==> src/shared/tpq_pkg.sv <==
// shared constants and types for the touchpad query and power packet handler
package tpq_pkg;

    // link addressing and byte framing
    localparam logic [6:0] TPQ_I2C_ADDR     = 7'h20;
    localparam int         TPQ_BYTE_BITS    = 8;
    localparam logic [2:0] TPQ_BIT_LAST     = 3'h7;
    localparam logic [2:0] TPQ_BIT_FIRST    = 3'h0;
    localparam logic [1:0] TPQ_BYTE_FIRST   = 2'h0;
    localparam logic [1:0] TPQ_BYTE_LAST    = 2'h3;
    localparam logic [7:0] TPQ_FILL_BYTE    = 8'hff;

    // packet identifiers and selectors
    localparam logic [7:0] TPQ_ID_READ      = 8'h53;
    localparam logic [7:0] TPQ_ID_WRITE     = 8'h54;
    localparam logic [7:0] TPQ_ID_RESP      = 8'h52;
    localparam logic [7:0] TPQ_SEL_FW       = 8'h00;
    localparam logic [7:0] TPQ_SEL_PWR      = 8'h50;
    localparam logic [7:0] TPQ_TRAILER      = 8'h01;

    // nibble layout of the payload bytes
    localparam logic [3:0] TPQ_PWR_HI       = 4'h5;
    localparam logic [3:0] TPQ_RATE_HI      = 4'h0;
    localparam logic [3:0] TPQ_FW_HI        = 4'h0;
    localparam logic [3:0] TPQ_FW_LO        = 4'h1;
    localparam logic [3:0] TPQ_RATE_RSV     = 4'h0;
    localparam logic [1:0] TPQ_STATE_RSV    = 2'h0;
    localparam int         TPQ_STATE_MSB    = 3;
    localparam int         TPQ_STATE_LSB    = 2;

    // report rate codes in normal mode
    localparam logic [3:0] TPQ_RATE_80HZ    = 4'hf;
    localparam logic [3:0] TPQ_RATE_100HZ   = 4'ha;
    localparam logic [3:0] TPQ_RATE_115HZ   = 4'h7;
    localparam logic [3:0] TPQ_RATE_130HZ   = 4'h5;
    localparam logic [3:0] TPQ_RATE_150HZ   = 4'h3;

    typedef enum logic [1:0] {
        TPQ_PWR_DEEP   = 2'b00,
        TPQ_PWR_IDLE   = 2'b01,
        TPQ_PWR_NORMAL = 2'b10
    } tpq_power_type;

    typedef struct packed {
        tpq_power_type state;
        logic [3:0]    rate;
    } tpq_pwr_cfg_type;

    typedef struct packed {
        logic [7:0] b0;
        logic [7:0] b1;
        logic [7:0] b2;
        logic [7:0] b3;
    } tpq_packet_type;

    typedef enum logic [2:0] {
        TPQ_LINK_IDLE    = 3'b000,
        TPQ_LINK_ADDR    = 3'b001,
        TPQ_LINK_ADDR_AK = 3'b010,
        TPQ_LINK_RX      = 3'b011,
        TPQ_LINK_RX_AK   = 3'b100,
        TPQ_LINK_TX      = 3'b101,
        TPQ_LINK_TX_AK   = 3'b110
    } tpq_link_state_type;

    localparam tpq_power_type TPQ_PWR_RESET  = TPQ_PWR_NORMAL;
    localparam logic [3:0]    TPQ_RATE_RESET = TPQ_RATE_100HZ;

endpackage
==> src/logic/tpq_cmd_decode.sv <==
// decodes a complete four-byte host packet into a response or a power update
module tpq_cmd_decode #(
    parameter logic [3:0] FW_MINOR_X = 4'h0,
    parameter logic [3:0] FW_MINOR_Y = 4'h2
) (
    input  wire tpq_pkg::tpq_packet_type  i_pkt,
    input  wire tpq_pkg::tpq_pwr_cfg_type i_cfg,
    output tpq_pkg::tpq_packet_type       o_resp,
    output logic                          o_resp_valid,
    output tpq_pkg::tpq_pwr_cfg_type      o_wr_cfg,
    output logic                          o_wr_valid
);
    wire        is_read     = (i_pkt.b0 == tpq_pkg::TPQ_ID_READ);
    wire        is_write    = (i_pkt.b0 == tpq_pkg::TPQ_ID_WRITE);
    wire        sel_fw      = (i_pkt.b1 == tpq_pkg::TPQ_SEL_FW);
    wire        sel_pwr     = (i_pkt.b1 == tpq_pkg::TPQ_SEL_PWR);
    wire [1:0]  wr_state    = i_pkt.b1[tpq_pkg::TPQ_STATE_MSB:tpq_pkg::TPQ_STATE_LSB];
    wire        wr_legal    = (wr_state != 2'h3);
    wire        wr_normal   = (wr_state == tpq_pkg::TPQ_PWR_NORMAL);
    wire        cur_normal  = (i_cfg.state == tpq_pkg::TPQ_PWR_NORMAL);
    wire [3:0]  shown_rate  = cur_normal ? i_cfg.rate : tpq_pkg::TPQ_RATE_RSV;

    tpq_pkg::tpq_packet_type fw_resp;
    tpq_pkg::tpq_packet_type pwr_resp;

    assign fw_resp.b0  = tpq_pkg::TPQ_ID_RESP;
    assign fw_resp.b1  = tpq_pkg::TPQ_SEL_FW;
    assign fw_resp.b2  = {tpq_pkg::TPQ_FW_HI, FW_MINOR_X};
    assign fw_resp.b3  = {FW_MINOR_Y, tpq_pkg::TPQ_FW_LO};

    assign pwr_resp.b0 = tpq_pkg::TPQ_ID_RESP;
    assign pwr_resp.b1 = {tpq_pkg::TPQ_PWR_HI, i_cfg.state, tpq_pkg::TPQ_STATE_RSV};
    assign pwr_resp.b2 = {tpq_pkg::TPQ_RATE_HI, shown_rate};
    assign pwr_resp.b3 = tpq_pkg::TPQ_TRAILER;

    // unknown ids or selectors yield nothing
    assign o_resp_valid = is_read && (sel_fw || sel_pwr);
    assign o_resp       = sel_pwr ? pwr_resp : fw_resp;

    // any legal state may follow any other, deep sleep included
    assign o_wr_valid     = is_write && (i_pkt.b1[7:4] == tpq_pkg::TPQ_PWR_HI) && wr_legal;
    assign o_wr_cfg.state = tpq_pkg::tpq_power_type'(wr_state);
    assign o_wr_cfg.rate  = wr_normal ? i_pkt.b2[3:0] : i_cfg.rate;
endmodule

==> src/logic/tpq_packet_top.sv <==
// i2c slave with four-byte packet handling for version and power queries
//
// What this block does
// - i2c slave at seven-bit address 0x20
// - version reply starts 52 then 00
// - power reply 52, 5s, 0r, 01
// - write 54 5s 0r 01 applies state
// - state bits: 10 normal, 01 idle, 00 sleep
// - rate nibble selects normal report rate
// - rate nibble reserved zero outside normal
// - any state reachable from any other
module tpq_packet_top #(
    parameter logic [3:0] FW_MINOR_X = 4'h0,  // arbitrary value
    parameter logic [3:0] FW_MINOR_Y = 4'h2   // arbitrary value
) (
    input  wire logic                    i_clk,
    input  wire logic                    i_resetn,
    input  wire logic                    i_scl,
    input  wire logic                    i_sda,
    output logic                         o_sda_out,
    output logic                         o_sda_oe,
    output tpq_pkg::tpq_power_type       o_power_state,
    output logic [3:0]                   o_report_rate,
    output logic                         o_resp_pending
);
    tpq_pkg::tpq_link_state_type state;
    tpq_pkg::tpq_link_state_type next_state;
    tpq_pkg::tpq_pwr_cfg_type    cfg;
    tpq_pkg::tpq_packet_type     rx_pkt;
    tpq_pkg::tpq_packet_type     resp;
    tpq_pkg::tpq_packet_type     dec_resp;
    tpq_pkg::tpq_pwr_cfg_type    dec_cfg;
    logic                        dec_resp_valid;
    logic                        dec_wr_valid;

    logic                        scl_q;
    logic                        sda_q;
    logic [7:0]                  shift;
    logic [2:0]                  bit_cnt;
    logic                        byte_done;
    logic                        read_dir;
    logic [1:0]                  rx_idx;
    logic [1:0]                  tx_idx;
    logic                        pending;
    logic                        sda_drive;

    // bus conditions from live pin levels against their registered copies
    wire scl_rise   = i_scl && !scl_q;
    wire scl_fall   = !i_scl && scl_q;
    wire start_cond = i_scl && scl_q && sda_q && !i_sda;
    wire stop_cond  = i_scl && scl_q && !sda_q && i_sda;

    // address phase: match and direction, reads only acked with a reply waiting
    wire addr_match = (shift[7:1] == tpq_pkg::TPQ_I2C_ADDR);
    wire addr_ack   = addr_match && (!shift[0] || pending);

    // byte presented for each read slot
    function automatic logic [7:0] resp_byte(input tpq_pkg::tpq_packet_type p, input logic [1:0] idx);
        logic [7:0] b;
        b = p.b0;
        unique case (idx)
            2'h0: b = p.b0;
            2'h1: b = p.b1;
            2'h2: b = p.b2;
            2'h3: b = p.b3;
        endcase
        return b;
    endfunction

    wire [7:0] tx_byte  = pending ? resp_byte(resp, tx_idx) : tpq_pkg::TPQ_FILL_BYTE;
    wire       rx_last  = (rx_idx == tpq_pkg::TPQ_BYTE_LAST);
    wire       rx_store = (state == tpq_pkg::TPQ_LINK_RX) && scl_fall && byte_done;
    wire       pkt_done = rx_store && rx_last;
    wire       tx_take  = scl_fall && ((state == tpq_pkg::TPQ_LINK_ADDR_AK && read_dir)
                                    || (state == tpq_pkg::TPQ_LINK_TX_AK));
    wire       tx_end   = tx_take && pending && (tx_idx == tpq_pkg::TPQ_BYTE_LAST);

    tpq_pkg::tpq_packet_type full_pkt;
    assign full_pkt = {rx_pkt.b0, rx_pkt.b1, rx_pkt.b2, shift};

    tpq_cmd_decode #(
        .FW_MINOR_X (FW_MINOR_X),
        .FW_MINOR_Y (FW_MINOR_Y)
    ) u_decode (
        .i_pkt        (full_pkt),
        .i_cfg        (cfg),
        .o_resp       (dec_resp),
        .o_resp_valid (dec_resp_valid),
        .o_wr_cfg     (dec_cfg),
        .o_wr_valid   (dec_wr_valid)
    );

    // link state machine
    always_comb begin
        next_state = state;
        if (start_cond) begin
            next_state = tpq_pkg::TPQ_LINK_ADDR;
        end else if (stop_cond) begin
            next_state = tpq_pkg::TPQ_LINK_IDLE;
        end else if (scl_fall) begin
            unique case (state)
                tpq_pkg::TPQ_LINK_IDLE: begin
                    next_state = tpq_pkg::TPQ_LINK_IDLE;
                end
                tpq_pkg::TPQ_LINK_ADDR: begin
                    if (byte_done) begin
                        next_state = addr_ack ? tpq_pkg::TPQ_LINK_ADDR_AK : tpq_pkg::TPQ_LINK_IDLE;
                    end
                end
                tpq_pkg::TPQ_LINK_ADDR_AK: begin
                    next_state = read_dir ? tpq_pkg::TPQ_LINK_TX : tpq_pkg::TPQ_LINK_RX;
                end
                tpq_pkg::TPQ_LINK_RX: begin
                    if (byte_done) begin
                        next_state = tpq_pkg::TPQ_LINK_RX_AK;
                    end
                end
                tpq_pkg::TPQ_LINK_RX_AK: begin
                    next_state = tpq_pkg::TPQ_LINK_RX;
                end
                tpq_pkg::TPQ_LINK_TX: begin
                    if (bit_cnt == tpq_pkg::TPQ_BIT_LAST) begin
                        next_state = tpq_pkg::TPQ_LINK_TX_AK;
                    end
                end
                tpq_pkg::TPQ_LINK_TX_AK: begin
                    next_state = tpq_pkg::TPQ_LINK_TX;
                end
                default: begin
                    next_state = tpq_pkg::TPQ_LINK_IDLE;
                end
            endcase
        end
    end

    always_ff @(posedge i_clk or negedge i_resetn) begin
        if (!i_resetn) begin
            state <= tpq_pkg::TPQ_LINK_IDLE;
            scl_q <= 1'b1;
            sda_q <= 1'b1;
        end else begin
            scl_q <= i_scl;
            sda_q <= i_sda;
            // master nack at the ninth clock ends the read
            if (state == tpq_pkg::TPQ_LINK_TX_AK && scl_rise && i_sda) begin
                state <= tpq_pkg::TPQ_LINK_IDLE;
            end else begin
                state <= next_state;
            end
        end
    end

    // bit shifting: sample on rising scl, shift out on falling scl
    always_ff @(posedge i_clk or negedge i_resetn) begin
        if (!i_resetn) begin
            shift     <= tpq_pkg::TPQ_FILL_BYTE;
            bit_cnt   <= tpq_pkg::TPQ_BIT_FIRST;
            byte_done <= 1'b0;
        end else if (start_cond) begin
            bit_cnt   <= tpq_pkg::TPQ_BIT_FIRST;
            byte_done <= 1'b0;
        end else if (scl_rise && (state == tpq_pkg::TPQ_LINK_ADDR || state == tpq_pkg::TPQ_LINK_RX)) begin
            shift     <= {shift[6:0], i_sda};
            bit_cnt   <= bit_cnt + 3'h1;
            byte_done <= (bit_cnt == tpq_pkg::TPQ_BIT_LAST);
        end else if (tx_take) begin
            shift     <= tx_byte;
            bit_cnt   <= tpq_pkg::TPQ_BIT_FIRST;
            byte_done <= 1'b0;
        end else if (scl_fall && state == tpq_pkg::TPQ_LINK_TX) begin
            shift     <= {shift[6:0], 1'b1};
            bit_cnt   <= bit_cnt + 3'h1;
        end else if (scl_fall && byte_done) begin
            byte_done <= 1'b0;
        end
    end

    // open-drain data line: pulls low for acks and zero bits
    always_ff @(posedge i_clk or negedge i_resetn) begin
        if (!i_resetn) begin
            sda_drive <= 1'b0;
            read_dir  <= 1'b0;
        end else if (start_cond || stop_cond) begin
            sda_drive <= 1'b0;
        end else if (scl_fall) begin
            if (state == tpq_pkg::TPQ_LINK_ADDR && byte_done) begin
                sda_drive <= addr_ack;
                read_dir  <= shift[0];
            end else if (rx_store) begin
                sda_drive <= 1'b1;
            end else if (tx_take) begin
                sda_drive <= !tx_byte[7];
            end else if (state == tpq_pkg::TPQ_LINK_TX && bit_cnt != tpq_pkg::TPQ_BIT_LAST) begin
                sda_drive <= !shift[6];
            end else begin
                sda_drive <= 1'b0;
            end
        end
    end

    // packet assembly, restarted by every start condition
    always_ff @(posedge i_clk or negedge i_resetn) begin
        if (!i_resetn) begin
            rx_pkt <= '0;
            rx_idx <= tpq_pkg::TPQ_BYTE_FIRST;
        end else if (start_cond) begin
            rx_idx <= tpq_pkg::TPQ_BYTE_FIRST;
        end else if (rx_store) begin
            rx_idx <= rx_idx + 2'h1;
            unique case (rx_idx)
                2'h0: rx_pkt.b0 <= shift;
                2'h1: rx_pkt.b1 <= shift;
                2'h2: rx_pkt.b2 <= shift;
                2'h3: rx_pkt.b3 <= shift;
            endcase
        end
    end

    // response holding; loading the fourth reply byte for sending or any new packet retires it
    always_ff @(posedge i_clk or negedge i_resetn) begin
        if (!i_resetn) begin
            resp    <= '0;
            pending <= 1'b0;
            tx_idx  <= tpq_pkg::TPQ_BYTE_FIRST;
        end else if (pkt_done) begin
            resp    <= dec_resp;
            pending <= dec_resp_valid;
            tx_idx  <= tpq_pkg::TPQ_BYTE_FIRST;
        end else if (tx_end) begin
            pending <= 1'b0;
            tx_idx  <= tpq_pkg::TPQ_BYTE_FIRST;
        end else if (tx_take && pending) begin
            tx_idx  <= tx_idx + 2'h1;
        end
    end

    // power state and report rate
    always_ff @(posedge i_clk or negedge i_resetn) begin
        if (!i_resetn) begin
            cfg.state <= tpq_pkg::TPQ_PWR_RESET;
            cfg.rate  <= tpq_pkg::TPQ_RATE_RESET;
        end else if (pkt_done && dec_wr_valid) begin
            cfg <= dec_cfg;
        end
    end

    // registered outputs
    always_ff @(posedge i_clk or negedge i_resetn) begin
        if (!i_resetn) begin
            o_sda_out      <= 1'b0;
            o_sda_oe       <= 1'b0;
            o_power_state  <= tpq_pkg::TPQ_PWR_RESET;
            o_report_rate  <= tpq_pkg::TPQ_RATE_RESET;
            o_resp_pending <= 1'b0;
        end else begin
            o_sda_out      <= 1'b0;
            o_sda_oe       <= sda_drive;
            o_power_state  <= cfg.state;
            o_report_rate  <= (cfg.state == tpq_pkg::TPQ_PWR_NORMAL) ? cfg.rate : tpq_pkg::TPQ_RATE_RSV;
            o_resp_pending <= pending;
        end
    end
endmodule

==> config.mk <==
export PLATFORM = sky130hd
export DESIGN_NAME = tpq_packet_top
export DESIGN_NICKNAME = d
export VERILOG_FILES = /design/src/shared/tpq_pkg.sv /design/src/logic/tpq_cmd_decode.sv /design/src/logic/tpq_packet_top.sv
export SDC_FILE = /design/constraint.sdc
export NUM_CORES = 1
export LEC_CHECK = 0
export BUFFER_PORTS_ARGS = -buffer_cell sky130_fd_sc_hd__buf_2
export CAP_MARGIN = 25
export CORE_UTILIZATION = 60
export CTS_CLUSTER_SIZE = 30
export DETAILED_ROUTE_END_ITERATION = 10
export PLACE_DENSITY = 0.78
export SYNTH_ARGS = -nofsm -noshare
export SYNTH_HDL_FRONTEND = slang
export SYNTH_SLANG_ARGS = --single-unit
==> constraint.sdc <==
create_clock -name i_clk -period 2.6 [get_ports i_clk]
set_clock_uncertainty 0.1 [all_clocks]
set_input_delay 0.13 -clock i_clk [delete_from_list [all_inputs] [get_ports i_clk]]
set_output_delay 0.13 -clock i_clk [all_outputs]
set_load 0.01 [all_outputs]
==> flow_summary.toml, run 1 <==
[route]
viasPerCell = 6.01
wirelength_mm = 6.26
drt_iter0_markers = 206
antenna_left = 0
avgRoutedWirePerCell_um = 17.1
drcViolationCount = 0
drt_first_pass_iters = 4
num_vias = 2207

[sta]
min_period_over_period_pct = 87.3
totalNegativeSetupSlack_ns = 0
slew_headroom_pct = 56.5
rsz0062_at_grt = "false"
finalHoldViolations = 0
worstMarginPinSlew_ns = 0.652
slew_violations = 0
worst_hold_slack_ns = 0.257
max_freq_ghz = 0.441
finalSetupViolations = 0
period_minus_slack_ns = 2.27
timing.final.ws_setup_ns = 0.331

[critical_path]
cp_top_family = "simple AND/OR/NAND/NOR gates"
slowest_delay_ns = 0.61
worst_path_max_delay_cell = "dfstp_2"
criticalPathCategory = "flop to flop"
r2r_slack_ns = 0.33
critPathArrivalTime_ns = 2.38
crit_path_start_kind = "flop"
worstPathRequired_ns = 2.71
worstPathMaxFanout = 11
path_cells = "nor2b_1 -> and3_1 -> nand2_1 -> mux2_1"
path_buf_inv = 0
cp-end-kind = "flop"

[global_routing]
grt_pass1_vias = 2085
antenna_found_initial = 0
track_usage_pct = 25.4
grt_max_degree = 31
overflow = 0
grt_pass1_wl_mm = 10.4

[logic_synthesis]
synth.avg_cell_area_um2 = 11.9
ys.flop_type = "dfrtp_1"
syn_inst = 272
synth_seq_area_share_pct = 52.6
synth_edf_count = 0
synth_nets = 286
synth_seq_cells = 67
ys_warn_count = 0
synth_area_um2 = 3230
yosysUniqueCellTypes = 55
synthArstFlopShare_pct = 100

[worst_hold_path]
hold_class = "input port to async pin"

[final_layout]
final_common_cell = "dfrtp_1"
layout-drive-gt1-share_pct = 20.9
design_area_um2 = 3620
fin_nets = 306
diodes = 0
syn_to_final_growth_pct = 12.1
final_cell_mix = "51 x dfrtp_1, 25 x mux2_1, 16 x nand2_1, 16 x dfstp_2, 11 x buf_2"

[placed_design]
dp_slack_ns = 0.342
dpl.hpwl_mm = 4.52
dpl_cell_area_um2 = 3360
io_buffers = 11
globalplace.congestion = 0.944

[cts]
cts_tree = "done"
path_clk_slew_ns = 0.07
post-cts-setup-buffer-count = 0
cts_max_level = 3
cts_root_buf = "clkbuf_8"
numCtsBuffers = 9
cts_resized = 0
hold_buffers = 3
clkLatencyLatePin_ns = 0.33
clockBufferDepth = 2
cts.sinks = 67

[pwr]
power_leakage_nw = 1.71
finalPower_mw = 2.45
irDropWorstVdd_mv = 0.641
powerDensity_nw_per_um2 = 677

[run_status]
status = "finished clean"

[flow_run]
drv_cap = 0

[floorplanning]
die_area_um2 = 5680
die_h_um = 75.3
fp-row-count = 26
initial_utilization_pct = 62.8
io_pins = 13
coreArea_um2 = 5140
die_w_um = 75.3
==> synth_stat cells (all sizes together) (3+ instances only) <==
cell type,number,area (um2)
a21boi,4,30.0
a21o,4,30.0
a21oi,8,40.0
a22o,6,52.6
a22oi,3,22.5
and2,4,25.0
and3,3,18.8
buf,6,38.8
clkbuf,6,23.8
dfrtp,51,1280
dfstp,16,420
ha,10,125
inv,9,33.8
mux2,34,383
mux2i,6,60.1
nand2,16,60.1
nand2b,6,37.5
nand3,6,30.0
nand3b,6,45.0
nand4,4,25.0
nor2,8,30.0
nor2b,8,50.1
nor3,4,25.0
nor3b,3,22.5
o21ai,7,35.0
o22ai,4,25.0
o2bb2ai,3,26.3
==> sequential cells by signal (all words and copies together), names as in the netlist, 2 cells and up <==
signal,flops
bit_cnt,3
cfg,6
full_pkt,20
o_power_state,2
o_report_rate,4
resp,9
rx_idx,2
shift,8
state,3
tx_idx,2
==> routing by layer <==
layer  global-route usage, %  wire, um  vias up
met3                    4.23       334        9
met2                    37.9      2880       69
met4                    10.1        93        0
li1                        -         -     1029
met1                    37.2      2950     1100
met5                       0         0        -
==> layout make-up <==
class	count	area, um2
multi-input combinational	184	1430
fill	395	1520
tap	70	87.6
inverter	9	33.8
timing repair buffer	21	138
sequential	67	1700
clock buffer	11	141
clock inverter	5	85.1
==> cells by family after synthesis <==
kind of cell | Yosys count | synth area share [%]
buffers and inverters | 21 | 2.99
other | 1 | 0.116
muxes | 40 | 13.7
xor gates and xnor gates | 2 | 0.543
DFF | 67 | 52.6
and+or+nand+nor | 80 | 14.7
AOI/OAI and AO/OA | 51 | 11.5
adders and majority gates | 10 | 3.88
==> stage by stage <==
step	cells	util (%)
global route	367	70.4
floorplan	272	-
finish	367	70.4
detailed placement	348	65.4
CTS	367	70.4
global placement	348	65.4
==> path summary, 6_finish.rpt <==
kind,from,to,depth (start not counted)
worst min-delay path,i_resetn,cfg[4],2
worst max register to register,scl_q,full_pkt[28],4
worst min register to register,cfg[5],o_power_state[1],0
worst max-delay path,scl_q,full_pkt[28],4
min in group i_clk,cfg[5],o_power_state[1],0
max in group asynchronous,i_resetn,scl_q,3
==> power breakdown <==
| part | internal, mW | total, mW | switching, mW |
|---|---|---|---|
| clock network | 0.571 | 0.966 | 0.394 |
| logic | 0.102 | 0.196 | 0.0939 |
| registers | 1.16 | 1.28 | 0.120 |
No activity file was read; power rests on OpenSTA's default activity.
==> run 2: changes to the inputs <==
- CTS_BUF_LIST: unset -> sky130_fd_sc_hd__clkbuf_16
==> run 2 against run 1 <==
Effect of this change: final cell count did not move; clock-buffer cell count fell by 2; worst hold slack improved by 0.017 ns; critical path depth did not move; first-iteration DRC count rose by 3.4%; sequential power barely moved; power rose by 13%; clock power rose by 33%; routed wire length rose by 5.6%; critical endpoint is now full_pkt[20]; highest routed layer unchanged.
==> flow_summary.toml, run 2 (synthesized netlist as in run 1, its figures left out) <==
[final_layout]
final_cells = 367
diodes = 0
syn_to_final_growth_pct = 14.9
largest_reg_flops = 20
final_cell_mix = "51 x dfrtp_1, 25 x mux2_1, 16 x nand2_1, 16 x dfstp_2, 11 x buf_2"
nFillCells = 378
fin_nets = 306
final_common_cell = "dfrtp_1"
layout-drive-gt1-share_pct = 20.5

[cts]
cts.sinks = 67
clkLatencyLatePin_ns = 0.32
clockBufferDepth = 2
cts_tree = "done"
cts_max_level = 3
cts_root_buf = "clkbuf_16"
path_clk_slew_ns = 0.06
numCtsBuffers = 9
post-cts-setup-buffer-count = 0

[route]
wirelength_mm = 6.61
num_vias = 2247
drt_iter0_markers = 213
drcViolationCount = 0
antenna_left = 0
drt_first_pass_iters = 4
viasPerCell = 6.12
avgRoutedWirePerCell_um = 18.0

[sta]
period_minus_slack_ns = 2.31
finalHoldViolations = 0
finalSetupViolations = 0
worstMarginPinSlew_ns = 0.668
max_freq_ghz = 0.433
min_period_over_period_pct = 88.7
totalNegativeSetupSlack_ns = 0
rsz0062_at_grt = "false"
slew_violations = 0
slew_headroom_pct = 55.5

[placed_design]
io_buffers = 11
place_inst = 348
dpl.hpwl_mm = 4.52
globalplace.congestion = 0.944

[floorplanning]
die_w_um = 75.3
io_pins = 13
initial_utilization_pct = 62.8
die_area_um2 = 5680
die_h_um = 75.3
fp-row-count = 26
coreArea_um2 = 5140

[flow_run]
drv_cap = 0

[pwr]
power_leakage_nw = 1.76
powerDensity_nw_per_um2 = 746
irDropWorstVdd_mv = 0.612

[global_routing]
track_usage_pct = 26.5
antenna_found_initial = 0
grt_max_degree = 31
grt_pass1_vias = 2185
grt_pass1_wl_mm = 10.8
overflow = 0

[critical_path]
worst_path_max_delay_cell = "dfstp_2"
worstPathRequired_ns = 2.70
criticalPathCategory = "flop to flop"
slowest_delay_ns = 0.61
crit_path_start_kind = "flop"
path_cells = "nor2b_1 -> and3_1 -> nand2_1 -> mux2_1"
cp-end-kind = "flop"
worstPathMaxFanout = 11
critPathArrivalTime_ns = 2.41

[worst_hold_path]
hold_class = "input port to async pin"

[run_status]
status = "finished clean"
==> run 2: cell types whose count changed in the layout (fill, tap and decap cells not counted) <==
cell,delta
clkbuf_8,-10
clkbuf_16,+9
clkbuf_1,-1
clkinv_1,+1
inv_1,+1
==> run 2: where the power goes <==
group	internal (mW)	total, mW	leakage [nW]	switching [mW]
clock network	0.836	1.28	0.155	0.440
registers	1.17	1.29	0.875	0.122
logic	0.102	0.200	0.729	0.0976
==> run 2: final cells by class <==
type	instances	area, um2	area share (%)
clock buffer	9	225	6.07
clock inverter	7	92.6	2.50
multi-input combinational	184	1430	38.7
timing repair buffer	21	138	3.71
inverter	9	33.8	0.911
tap	70	87.6	2.36
sequential	67	1700	45.8
==> run 2: layer usage <==
layer  GRT usage (%)  vias to the layer above  wire [um]
li1                -                     1029          -
met1            36.8                     1117       2990
met2            39.2                       85       3020
met3            5.56                       16        429
met4            14.4                        0        173
met5               0                        -          0
==> run 2: final timing paths <==
path,depth (start not counted),end,startpoint,slack (ns)
worst max-delay path,4,full_pkt[20],scl_q,0.29
worst min register to register,0,o_power_state[1],cfg[5],0.29
max in group asynchronous,3,scl_q,i_resetn,1.33
worst max register to register,4,full_pkt[20],scl_q,0.29
min in group i_clk,0,o_power_state[1],cfg[5],0.29
worst min-delay path,2,cfg[2],i_resetn,0.27
==> run 2: metrics by stage <==
stage	power (mW)	util, %	area, um2	worst slack, ns	hold WS [ns]
2_1_floorplan	1.39	-	3230	0.728	-0.266
3_3_place_gp	1.49	65.4	3360	0.416	0.0947
3_5_place_dp	1.50	65.4	3360	0.342	0.0957
4_1_cts	2.78	72.1	3710	0.321	0.284
5_1_grt	2.86	72.1	3710	0.139	0.292
6_report	2.77	72.1	3710	0.293	0.274
==> run 2: repair_timing <==
| action | 4_1_cts | 5_1_grt |
|---|---|---|
| hold buffers | 3 | 0 |
| endpoints found under the hold margin | 20 | 0 |
| gates resized for setup | 0 | 0 |
==> run 2: worst max-delay path: cells and delay by family, from the launching register on <==
| family | cells | cell delay (ns) |
|---|---|---|
| multiplexers | 1 | 0.39 |
| AND/OR/NAND/NOR | 3 | 1.09 |
| flip-flops | 1 | 0.61 |
